`config.mk`:
```
export PLATFORM = sky130hd
export DESIGN_NAME = config_code_write_protect
export DESIGN_NICKNAME = d
export VERILOG_FILES = /design/src/code_protect_pkg.sv /design/src/self_write_if.sv /design/src/self_write_guard.sv /design/src/user_id_store.sv /design/src/config_code_write_protect.sv
export SDC_FILE = /design/constraint.sdc
export NUM_CORES = 1
export LEC_CHECK = 0
export BUFFER_PORTS_ARGS = -buffer_cell sky130_fd_sc_hd__buf_2
export CORE_MARGIN = 2
export CORE_UTILIZATION = 50
export DETAILED_ROUTE_END_ITERATION = 10
export PLACE_DENSITY = 0.76
export SYNTH_ARGS = -nofsm -noshare
export SYNTH_HDL_FRONTEND = slang
export SYNTH_HIERARCHICAL = 1
export SYNTH_SLANG_ARGS = --single-unit
```
`constraint.sdc`:
```
create_clock -name core_clk -period 3.8 [get_ports core_clk]
set_input_delay 0.76 -clock core_clk [delete_from_list [all_inputs] [get_ports core_clk]]
set_output_delay 0.76 -clock core_clk [all_outputs]
set_load 0.05 [all_outputs]
```
`src/code_protect_pkg.sv`:
```
// Constants, address map and helpers shared by the code and write protection logic
package code_protect_pkg;

    // ****************************************
    // Register map (word addresses)
    // ****************************************
    localparam logic [15:0] USER_ID_BASE   = 16'h8000;
    localparam logic [15:0] USER_ID_LAST   = 16'h8003;
    localparam logic [15:0] DEV_REV_ADDR   = 16'h8006;
    localparam logic [15:0] CFG2_ADDR      = 16'h8008;
    localparam logic [15:0] PROTECT_ADDR   = 16'h8010;
    localparam logic [15:0] STATUS_ADDR    = 16'h8011;

    // ****************************************
    // Field layout and reset values
    // ****************************************
    localparam int          CFG2_WRT_LSB    = 0;
    localparam int          CFG2_FREQ_MULTIPLIER_ENABLE_BIT  = 8;
    localparam int          CFG2_STACK_FAULT_RESET_ENABLE_BIT = 9;
    localparam logic [13:0] CFG2_RESET      = 14'h3FFF;
    localparam logic [13:0] CFG2_WR_MASK    = 14'h3703;
    localparam int          PROT_PM_BIT     = 0;
    localparam int          PROT_EE_BIT     = 1;
    localparam logic [1:0]  PROTECT_RESET   = 2'h3;
    localparam int          STAT_REFUSE_BIT = 0;
    localparam int          STAT_STACK_BIT  = 1;
    localparam int          DEV_CODE_LSB    = 5;

    // ****************************************
    // Self-write protection sizes
    // ****************************************
    localparam logic [1:0]  SWP_NONE       = 2'h3;
    localparam logic [1:0]  SWP_SMALL      = 2'h2;
    localparam logic [1:0]  SWP_HALF       = 2'h1;
    localparam logic [12:0] SWP_SMALL_LAST = 13'h01FF;
    localparam logic [12:0] SWP_HALF_LAST  = 13'h0FFF;

    // True when a self-write to addr falls inside the shielded block
    function automatic logic swp_protected(input logic [1:0] size, input logic [12:0] addr);
        case (size)
            SWP_NONE:  swp_protected = 1'b0;
            SWP_SMALL: swp_protected = (addr <= SWP_SMALL_LAST);
            SWP_HALF:  swp_protected = (addr <= SWP_HALF_LAST);
            default:   swp_protected = 1'b1;
        endcase
    endfunction : swp_protected

endpackage : code_protect_pkg

```
`src/self_write_if.sv`:
```
// Carrier between the protection core and the self-write guard
`timescale 1ns/1ps
interface self_write_if;
    logic [1:0]  size;
    logic [12:0] addr;
    logic        req;
    logic        grant;
    logic        refused;
    modport core  (output size, output addr, output req, input grant, input refused);
    modport guard (input size, input addr, input req, output grant, output refused);
endinterface : self_write_if

```
`src/self_write_guard.sv`:
```
// Gate for CPU self-writes to program memory against the protected block
`timescale 1ns/1ps
module self_write_guard
    import code_protect_pkg::*;
(
    input  wire logic   core_clk,
    input  wire logic   rst_n,
    self_write_if.guard swp
);

    typedef struct packed {
        logic grant;
        logic refused;
    } guard_state_t;

    guard_state_t st_r;
    guard_state_t st_nxt;

    // ****************************************
    // Decision, one cycle after the request
    // ****************************************
    always_comb begin
        st_nxt.grant   = swp.req & ~swp_protected(swp.size, swp.addr);
        st_nxt.refused = swp.req & swp_protected(swp.size, swp.addr);
    end

    always_ff @(posedge core_clk or negedge rst_n) begin
        if (!rst_n) begin
            st_r <= '0;
        end else begin
            st_r <= st_nxt;
        end
    end

    assign swp.grant   = st_r.grant;
    assign swp.refused = st_r.refused;
endmodule : self_write_guard

```
`src/user_id_store.sv`:
```
// Four user identification words with registered read data
`timescale 1ns/1ps
module user_id_store (
    input  wire logic        core_clk,
    input  wire logic        rst_n,
    input  wire logic [1:0]  addr,
    input  wire logic        wr,
    input  wire logic [13:0] wdata,
    output logic      [13:0] rdata
);

    logic [13:0] word_r [4];

    // ****************************************
    // Storage and read port
    // ****************************************
    // Words come up blank (all ones) like erased memory
    always_ff @(posedge core_clk or negedge rst_n) begin
        if (!rst_n) begin
            for (int i = 0; i < 4; i++) begin
                word_r[i] <= 14'h3FFF;
            end
            rdata <= 14'h0000;
        end else begin
            if (wr) begin
                word_r[addr] <= wdata;
            end
            rdata <= word_r[addr];
        end
    end

endmodule : user_id_store

```
`src/config_code_write_protect.sv`:
```
// Configuration word decode, code protection and self-write protection core
`timescale 1ns/1ps
//
// Contract
// - With the stack fault reset bit set a stack overflow or underflow requests a reset, else not.
// - The two-bit self-write size field shields nothing at 11 and all of 0000h-1FFFh at 00.
// - Self-write protection acts on writes issued by the device's own software only.
// - With program code protect low, external program reads and writes are refused, reads give 0.
// - CPU reads of program memory are never gated; its writes depend only on the size field.
// - With EEPROM code protect low, external EEPROM reads and writes are blocked, CPU use is not.
// - Program and EEPROM protection are independent and never restrict internal access.
// - Four user ID words at 8000h-8003h are readable and writable in normal execution.
// - The word at 8006h holds a nine-bit device code above a five-bit revision code.
module config_code_write_protect
    import code_protect_pkg::*;
#(
    parameter logic [8:0] DEV_CODE = 9'h0A5, // Arbitrary value
    parameter logic [4:0] REV_CODE = 5'h01   // Arbitrary value
) (
    input  wire logic        core_clk,
    input  wire logic        rst_n,
    input  wire logic [15:0] reg_addr,
    input  wire logic [13:0] reg_wdata,
    input  wire logic        reg_wr,
    input  wire logic        reg_rd,
    output logic      [13:0] reg_rdata,
    input  wire logic        cpu_pm_wr_req,
    input  wire logic [12:0] cpu_pm_wr_addr,
    output logic             cpu_pm_wr_grant,
    output logic             cpu_pm_wr_refused,
    input  wire logic        ext_pm_rd,
    input  wire logic        ext_pm_wr,
    input  wire logic [13:0] pm_rdata,
    output logic      [13:0] ext_pm_rdata,
    output logic             ext_pm_wr_en,
    input  wire logic        ext_ee_rd,
    input  wire logic        ext_ee_wr,
    input  wire logic [7:0]  ee_rdata,
    output logic      [7:0]  ext_ee_rdata,
    output logic             ext_ee_wr_en,
    output logic             ext_refused,
    input  wire logic        ext_id_rd,
    output logic      [13:0] ext_id_rdata,
    input  wire logic        stack_fault,
    output logic             stack_fault_reset,
    output logic             freq_mult_en
);

    // ****************************************
    // State
    // ****************************************
    typedef struct packed {
        logic [13:0] cfg2;
        logic [1:0]  protect;
        logic [1:0]  status;
        logic [13:0] rd_data;
        logic        rd_uid;
        logic [13:0] ext_pm_rdata;
        logic        ext_pm_wr_en;
        logic [7:0]  ext_ee_rdata;
        logic        ext_ee_wr_en;
        logic        ext_refused;
        logic [13:0] ext_id_rdata;
        logic        stack_rst;
        logic        freq_mult;
    } core_state_t;

    core_state_t st_r;
    core_state_t st_nxt;

    logic [13:0] dev_rev_word;
    logic [13:0] cfg2_view;
    logic        uid_hit;
    logic        uid_wr;
    logic [13:0] uid_rdata;
    logic        pm_open;
    logic        ee_open;
    logic        refuse_evt;

    self_write_if swp ();

    // ****************************************
    // Fixed words and decodes
    // ****************************************
    // Identity word: device code in the upper nine bits, revision below
    assign dev_rev_word = {DEV_CODE, REV_CODE};
    // Unused and reserved bits are forced to one on every read
    assign cfg2_view    = st_r.cfg2 | ~CFG2_WR_MASK;
    assign uid_hit      = (reg_addr >= USER_ID_BASE) && (reg_addr <= USER_ID_LAST);
    assign uid_wr       = reg_wr & uid_hit;
    // Each memory looks only at its own protect bit
    assign pm_open      = st_r.protect[PROT_PM_BIT];
    assign ee_open      = st_r.protect[PROT_EE_BIT];
    assign refuse_evt   = ((ext_pm_rd | ext_pm_wr) & ~pm_open)
                        | ((ext_ee_rd | ext_ee_wr) & ~ee_open);

    // ****************************************
    // Self-write request to the guard
    // ****************************************
    // Only the CPU write path goes through the guard; external paths are separate
    assign swp.size = st_r.cfg2[CFG2_WRT_LSB +: 2];
    assign swp.addr = cpu_pm_wr_addr;
    assign swp.req  = cpu_pm_wr_req;

    self_write_guard u_guard (
        .core_clk (core_clk),
        .rst_n    (rst_n),
        .swp      (swp.guard)
    );

    user_id_store u_uid (
        .core_clk (core_clk),
        .rst_n    (rst_n),
        .addr     (reg_addr[1:0]),
        .wr       (uid_wr),
        .wdata    (reg_wdata),
        .rdata    (uid_rdata)
    );

    // ****************************************
    // Next-state logic
    // ****************************************
    always_comb begin
        st_nxt = st_r;

        // Register writes; only programmable config bits take the write
        if (reg_wr) begin
            case (reg_addr)
                CFG2_ADDR: begin
                    st_nxt.cfg2 = (reg_wdata & CFG2_WR_MASK) | ~CFG2_WR_MASK;
                end
                PROTECT_ADDR: begin
                    st_nxt.protect = reg_wdata[1:0];
                end
                STATUS_ADDR: begin
                    st_nxt.status = st_r.status & ~reg_wdata[1:0];
                end
                default: begin
                    st_nxt.status = st_r.status;
                end
            endcase
        end

        // Sticky status; a new event wins over a clear in the same cycle
        if (refuse_evt) begin
            st_nxt.status[STAT_REFUSE_BIT] = 1'b1;
        end
        if (stack_fault) begin
            st_nxt.status[STAT_STACK_BIT] = 1'b1;
        end

        // Register reads, data stand in the following cycle only
        st_nxt.rd_uid  = reg_rd & uid_hit;
        st_nxt.rd_data = 14'h0000;
        if (reg_rd) begin
            case (reg_addr)
                DEV_REV_ADDR: st_nxt.rd_data = dev_rev_word;
                CFG2_ADDR:    st_nxt.rd_data = cfg2_view;
                PROTECT_ADDR: st_nxt.rd_data = {12'h000, st_r.protect};
                STATUS_ADDR:  st_nxt.rd_data = {12'h000, st_r.status};
                default:      st_nxt.rd_data = 14'h0000;
            endcase
        end

        // External program memory: zeros and no write while protected
        st_nxt.ext_pm_rdata = (ext_pm_rd && pm_open) ? pm_rdata : 14'h0000;
        st_nxt.ext_pm_wr_en = ext_pm_wr & pm_open;

        // External EEPROM: blocked while protected, CPU path untouched
        st_nxt.ext_ee_rdata = (ext_ee_rd && ee_open) ? ee_rdata : 8'h00;
        st_nxt.ext_ee_wr_en = ext_ee_wr & ee_open;
        st_nxt.ext_refused  = refuse_evt;

        // The identity word is never hidden from the tools
        st_nxt.ext_id_rdata = ext_id_rd ? dev_rev_word : 14'h0000;

        // Stack fault reset only when enabled in the config word
        st_nxt.stack_rst = stack_fault & st_r.cfg2[CFG2_STACK_FAULT_RESET_ENABLE_BIT];
        st_nxt.freq_mult = st_r.cfg2[CFG2_FREQ_MULTIPLIER_ENABLE_BIT];
    end

    // ****************************************
    // State register
    // ****************************************
    always_ff @(posedge core_clk or negedge rst_n) begin
        if (!rst_n) begin
            st_r              <= '0;
            st_r.cfg2         <= CFG2_RESET;
            st_r.protect      <= PROTECT_RESET;
            st_r.freq_mult    <= 1'b1;
        end else begin
            st_r <= st_nxt;
        end
    end

    // ****************************************
    // Outputs
    // ****************************************
    // User ID data already come from a register inside the store
    assign reg_rdata         = st_r.rd_uid ? uid_rdata : st_r.rd_data;
    assign cpu_pm_wr_grant   = swp.grant;
    assign cpu_pm_wr_refused = swp.refused;
    assign ext_pm_rdata      = st_r.ext_pm_rdata;
    assign ext_pm_wr_en      = st_r.ext_pm_wr_en;
    assign ext_ee_rdata      = st_r.ext_ee_rdata;
    assign ext_ee_wr_en      = st_r.ext_ee_wr_en;
    assign ext_refused       = st_r.ext_refused;
    assign ext_id_rdata      = st_r.ext_id_rdata;
    assign stack_fault_reset = st_r.stack_rst;
    assign freq_mult_en      = st_r.freq_mult;
endmodule : config_code_write_protect

```
==> impl_metrics.py, run 1 <==
metrics = {
    "die": {
        "core_um2": 10280,
        "dieWidth_um": 106.5,
        "rows": 37,
        "initial_core_util_pct": 51.11,
        "dieArea_um2": 11340,
        "ioPinCount": 133,
        "die_y_um": 106.5,
    },
    "final_layout": {
        "final_nets": 526,
        "n_antenna_cell": 0,
        "seq_area_um2": 3110,
        "areaGrowthSynthToFinish_pct": 19.44,
        "fillCellCount": 801,
        "finish.utilization_pct": 61.04,
        "drive_gt1_share_pct": 66.52,
        "multi_input_area_um2": 1808,
        "design_area_um2": 6274,
    },
    "sta": {
        "maxSlewViolCount": 0,
        "slew-limit-headroom_pct": 45.20,
        "tightest_slew_ns": 0.8221,
        "max_freq_mhz": 362.7,
        "hold_viol_final": 0,
        "finalClockSkew_ns": 0.005640,
        "rsz0062_at_grt": "no",
        "period_needed_ns": 2.757,
        "fin_ws_ns": 1.043,
        "finalSetupTns_ns": 0,
        "finalCritPeriodShare_pct": 72.56,
        "setup_viol": 0,
    },
    "clock_network": {
        "cts_buffer_depth": 2,
        "htree_levels": 4,
        "clk-insertion-delay-late_ns": 0.52,
        "path_clk_slew_ns": 0.05,
        "ctsHoldBuffers": 0,
        "clock_sinks": 121,
        "cts_setup_buffers": 0,
        "cts_tree": "done",
        "cts-root-buf": "clkbuf_8",
        "cts-buffers-inserted": 17,
        "cts.repair.resized": 0,
    },
    "logic_synthesis": {
        "syn_area_per_cell_um2": 14.71,
        "synthArstFlopShare_pct": 100.0,
        "syn_inst": 357,
        "netlist-cell-type-count": 41,
        "synth_edf_count": 0,
        "synth.mux.area_fraction_pct": 21.82,
        "synth_commonest_cells": "72 x mux2_2, 66 x dfstp_2, 55 x dfrtp_1",
        "ys_seq_elements": 121,
        "ys_seq_area_share_pct": 59.22,
        "synth_compound_area_share_pct": 1.429,
        "synth_fa_ha_area_share_pct": 0,
        "synth-simple-area-share_pct": 10.53,
        "synth_most_common_cell": "mux2_2",
        "synth_warnings": 6,
        "synth_xor_area_share_pct": 0,
        "yosysTopAreaCellShare_pct": 33.02,
        "synth_area_leader_cell": "dfstp_2",
        "synth.area.top_cells": "dfstp_2 33%, dfrtp_1 26%, mux2_2 15%",
        "synth_top_family_by_area": "multiplexers",
        "synth_ff_type": "dfstp_2",
        "syn-cell-area_um2": 5253,
    },
    "placement": {
        "placed_cell_area_um2": 5708,
        "pre_cts_ws_ns": 0.6752,
        "hpwl_um": 6551,
        "port_buffers": 114,
        "gp_congestion": 0.7563,
    },
    "run": {
        "maxCapViolCount": 0,
    },
    "worst_setup_path": {
        "slowest_stage": "dfrtp_1",
        "cp_cell_sequence": "nand2b_1 -> nand2_1 -> buf_2",
        "max_stage_delay_ns": 0.83,
        "path_class": "flip-flop to output port",
        "crit_required_ns": 3.04,
        "cp_max_fo": 16,
        "start_kind": "flip-flop",
        "arrival_ns": 2.00,
        "cp-end-kind": "output port",
    },
    "run_status": {
        "status": "complete, no violations",
    },
    "routing": {
        "post_drt_wl_per_cell_um": 17.16,
        "routed_wl_um": 10280,
        "ant_nets": 0,
        "drt_pass1_iterations": 4,
        "via_count": 3126,
        "vias_per_cell": 5.219,
        "drc": 0,
        "drtIter0Drc": 145,
    },
    "global_routing": {
        "antenna_found_initial": 0,
        "grt_first_pass_wirelength_um": 16440,
        "grt_overflow_total": 0,
        "track_usage_pct": 19.46,
        "grt_max_degree": 68,
        "first_global_vias": 3273,
    },
    "pwr": {
        "powerDensity_nw_per_um2": 469.9,
        "power_uw": 2948,
        "leakage_uw": 0.003199,
        "vdd_ir_drop_max_uv": 209.2,
    },
    "worst_hold_path": {
        "hold_class": "input port to asynchronous set/reset pin",
    },
}
-- final timing paths --
kind / depth (start not counted) / slack, ns / end / start
setup / recovery: 3 / 1.04 / reg_rdata[11] / st_r[41]
hold / removal: 1 / 0.33 / ext_ee_rdata[4] / rst_n
setup reg to reg: 2 / 2.70 / st_r[42] / pm_open
hold reg to reg: 0 / 0.37 / freq_mult_en / cfg2_view[8]
max in group asynchronous: 2 / 2.65 / u_uid/word_r[35] / rst_n
min in group core_clk: 1 / 0.35 / ext_id_rdata[10] / ext_id_rd
-- routing by layer --
metal	GRT usage, %	up-vias	wire (µm)
met4	8.720	0	206
li1	-	1408	-
met2	32.46	108	5341
met5	0	-	0
met1	23.25	1592	4162
met3	6.009	18	569
-- critical path: cells and delay by family (launching register included) --
family	cells	cell delay, ns
buf+inv	1	0.22
flops	1	0.83
simple gates	2	0.43
-- cells in the final DEF (no fill, tap or decap), types with 4 or more instances in the layout --
master     count
buf_2        113
mux2_2        72
dfstp_2       66
dfrtp_1       55
and3_1        25
nand2_1       18
clkbuf_16     16
mux4_2        14
conb_1         9
nor2_1         7
and2_1         4
nand2b_1       4
o22ai_1        4
nand3_1        4
clkbuf_8       4
clkbuf_1       4
clkinv_2       4
-- sequential cells by signal, indices dropped and copies added, names as in the netlist --
name	cells
st_r	12
ext_pm_wr_en	1
stack_fault_reset	1
u_guard/swp.refused	1
u_guard/swp.grant	1
cfg2_view	7
ext_refused	1
u_uid/word_r	56
ext_ee_wr_en	1
freq_mult_en	1
pm_open	1
ext_id_rdata	1
ext_ee_rdata	8
ee_open	1
u_uid/rdata	14
ext_pm_rdata	14
-- where the power goes --
| part | total [µW] | internal (µW) | switching (µW) | leakage [µW] |
|---|---|---|---|---|
| combinational | 142 | 43.0 | 99.4 | 0.00150 |
| clock | 1510 | 979 | 530 | 0.000275 |
| sequential | 1300 | 1300 | 0.816 | 0.00143 |
| total | 2950 | 2320 | 630 | 0.00320 |
-- area by class of cell --
cell class                 instances  area share [%]
timing repair buffer             117           9.693
clock buffer                      24           7.499
clock inverter                     8           1.516
tap                              136           2.712
sequential                       121           49.58
inverter                           3          0.1795
multi-input combinational        190           28.82
-- stage by stage --
step / instances / hold slack (ns)
global route: 599 / 0.3248
detailed placement: 567 / 0.3652
global placement: 567 / 0.3620
CTS: 599 / 0.3308
finish: 599 / 0.3348
floorplan: 365 / 0.3565
-- logic make-up after synthesis --
group	after synthesis
buf+inv	54
compound gates	12
simple gates	81
mux	88
flops	121
other cells	1
(Power assumes the default switching activity.)
==> inputs of run 2 (changes only) <==
--- a/config.mk
+++ b/config.mk
@@ -5,11 +5,12 @@
 export SDC_FILE = /design/constraint.sdc
 export NUM_CORES = 1
 export LEC_CHECK = 0
+export ABC_AREA = 1
 export BUFFER_PORTS_ARGS = -buffer_cell sky130_fd_sc_hd__buf_2
 export CORE_MARGIN = 2
-export CORE_UTILIZATION = 50
+export CORE_UTILIZATION = 49
 export DETAILED_ROUTE_END_ITERATION = 10
-export PLACE_DENSITY = 0.76
+export PLACE_DENSITY = 0.77
 export SYNTH_ARGS = -nofsm -noshare
 export SYNTH_HDL_FRONTEND = slang
 export SYNTH_HIERARCHICAL = 1
==> constraint.sdc (replaced) <==
create_clock -name core_clk -period 2.2 [get_ports core_clk]
set_input_delay 0.44 -clock core_clk [delete_from_list [all_inputs] [get_ports core_clk]]
set_output_delay 0.44 -clock core_clk [all_outputs]
set_load 0.05 [all_outputs]
==> impl_metrics.py, run 2 <==
metrics = {
    "worst_setup_path": {
        "path_common_cell": "nand2_1",
        "max_stage_delay_ns": 0.35,
        "start_kind": "flip-flop",
        "cp_num_buf_inv": 2,
        "cp-end-kind": "output port",
        "cpLargestDelayFamily": "buffers and inverters",
        "crit_required_ns": 1.76,
        "arrival_ns": 1.51,
        "cp_cell_sequence": "clkinv_1 -> nand2_1 -> nand2_1 -> buf_2",
        "cp_max_fo": 9,
        "slowest_stage": "dfrtp_1",
        "path_class": "flip-flop to output port",
    },
    "clock_network": {
        "cts_setup_buffers": 0,
        "cts-root-buf": "clkbuf_16",
        "clock_sinks": 121,
        "cts-buffers-inserted": 17,
        "clk-insertion-delay-late_ns": 0.41,
        "cts_tree": "done",
        "ctsHoldBuffers": 1,
        "path_clk_slew_ns": 0.06,
        "cts_buffer_depth": 2,
        "htree_levels": 4,
        "cts.repair.resized": 0,
    },
    "global_routing": {
        "antenna_found_initial": 0,
        "grt_first_pass_wirelength_um": 20650,
        "first_global_vias": 4474,
        "track_usage_pct": 20.59,
        "grt_overflow_total": 0,
        "grt_max_degree": 48,
    },
    "final_layout": {
        "final_nets": 869,
        "regMostFlops": "u_uid/word_r",
        "areaGrowthSynthToFinish_pct": 19.53,
        "finish.utilization_pct": 59.96,
        "mostFrequentLayoutCells": "302 x nand2_1, 113 x buf_2, 66 x dfstp_2, 60 x inv_1, 55 x dfrtp_1",
        "n_antenna_cell": 0,
        "layout.cells.most_common": "nand2_1",
        "largest_register_ffs": 56,
        "design_area_um2": 6847,
        "drive_gt1_share_pct": 31.39,
    },
    "run": {
        "maxCapViolCount": 0,
    },
    "placement": {
        "hpwl_um": 8140,
        "port_buffers": 114,
        "gp_congestion": 0.7907,
        "placed_cell_area_um2": 6197,
    },
    "routing": {
        "drc": 0,
        "vias_per_cell": 4.673,
        "post_drt_wl_per_cell_um": 12.89,
        "drtIter0Drc": 254,
        "drt_pass1_iterations": 4,
        "routed_wl_um": 12230,
        "ant_nets": 0,
        "via_count": 4435,
    },
    "logic_synthesis": {
        "yosysTopAreaCellShare_pct": 30.28,
        "syn_area_per_cell_um2": 8.206,
        "synth_commonest_cells": "302 x nand2_1, 66 x dfstp_2, 60 x inv_1",
        "syn_inst": 698,
        "synth_area_leader_cell": "dfstp_2",
        "ys_seq_area_share_pct": 54.30,
        "synth_warnings": 6,
        "synth_most_common_cell": "nand2_1",
        "syn-cell-area_um2": 5728,
        "synth_ff_type": "dfstp_2",
        "synth.area.top_cells": "dfstp_2 30%, dfrtp_1 24%, nand2_1 20%",
        "netlist-cell-type-count": 28,
        "ys_seq_elements": 121,
        "synth_edf_count": 0,
        "synthArstFlopShare_pct": 100.0,
    },
    "sta": {
        "hold_viol_final": 0,
        "period_needed_ns": 1.952,
        "finalClockSkew_ns": 0.01582,
        "holdWs_ns": 0.1348,
        "max_freq_mhz": 512.2,
        "finalCritPeriodShare_pct": 88.75,
        "maxSlewViolCount": 0,
        "finalSetupTns_ns": 0,
        "setup_viol": 0,
        "rsz0062_at_grt": "no",
    },
    "pwr": {
        "pwr-share-comb_pct": 7.4,
        "seqPwrFrac_pct": 40.2,
        "powerDensity_nw_per_um2": 823.1,
        "leakage_uw": 0.003795,
        "swShare_pct": 22.97,
        "vdd_ir_drop_max_uv": 595.9,
        "p_int_uw": 4341,
        "power.switching_uw": 1295,
        "pwr-share-clk_pct": 52.4,
    },
    "die": {
        "dieWidth_um": 112.1,
        "rows": 39,
        "ioPinCount": 133,
        "die_y_um": 112.1,
        "dieArea_um2": 12570,
        "initial_core_util_pct": 50.16,
        "core_um2": 11420,
    },
    "run_status": {
        "status": "complete, no violations",
    },
    "worst_hold_path": {
        "hold_class": "input port to flip-flop",
    },
}
run 2: changes by cell type after synthesis, sizes merged, moves of 4 or more:
cell,delta
nand2,+289
and3,-25
nand2b,-4
mux2,-72
nor2,+48
inv,+60
and2,-4
o21ai,+25
o22ai,-4
clkbuf,-5
nand3,+51
buf,+17
mux4,-14
run 2: through the flow:
step / std cells / setup WS, ns / total power [µW]
finish: 949 / 0.2476 / 5635
global route: 949 / 0.06900 / 5825
CTS: 949 / 0.1980 / 5689
detailed placement: 916 / 0.01784 / 2718
global placement: 916 / 0.09075 / 2715
floorplan: 706 / 0.5186 / 2592
run 2: cell families after synthesis:
kind of cell	after synthesis	synth area share (%)
other	1	0.06547
buffers and inverters	127	12.28
and+or+nand+nor	419	30.47
AOI/OAI and AO/OA	30	2.884
DFF	121	54.30
run 2: final cells by class:
type	count	area, µm²
Multi-Input combinational cell	458	1947
Sequential cell	121	3110
Fill cell	1015	4572
Tap cell	143	178.9
Timing Repair Buffer	131	728.2
Clock inverter	11	168.9
Clock buffer	21	470.5
Inverter	64	242.7
run 2: power by group through the flow:
stage                     clock network, µW  logic (µW)  registers [µW]
final                                  2950         415            2270
after global routing                   3110         452            2270
after CTS                              3000         420            2270
after detailed placement                  0         417            2300
after global placement                    0         415            2300
after floorplan                           0         278            2310
run 2: worst paths after layout:
path / startpoint / endpoint / slack (ns) / cells past startpoint
worst max-delay path: st_r[41] / reg_rdata[6] / 0.25 / 4
worst min-delay path: ext_id_rd / ext_id_rdata[10] / 0.13 / 1
worst max register to register: pm_open / ext_pm_rdata[13] / 1.09 / 2
worst min register to register: cfg2_view[8] / freq_mult_en / 0.37 / 0
max in group asynchronous: rst_n / u_uid/word_r[6] / 1.01 / 3
min in group asynchronous: rst_n / ext_pm_rdata[6] / 0.54 / 2
run 2: worst register-to-register path: cells and delay by family, from the launching register on:
kind,cells,cell delay (ns)
DFF,1,0.56
and+or+nand+nor,2,0.46
run 2: metal layers:
metal	vias to the layer above	track usage, %	routed length, µm	part of all wire (%)
met5	-	0	0	0
met4	0	9.512	191	1.6
met3	14	4.698	991	8.1
li1	2275	-	-	-
met1	1989	25.52	5106	42
met2	157	34.42	5939	49
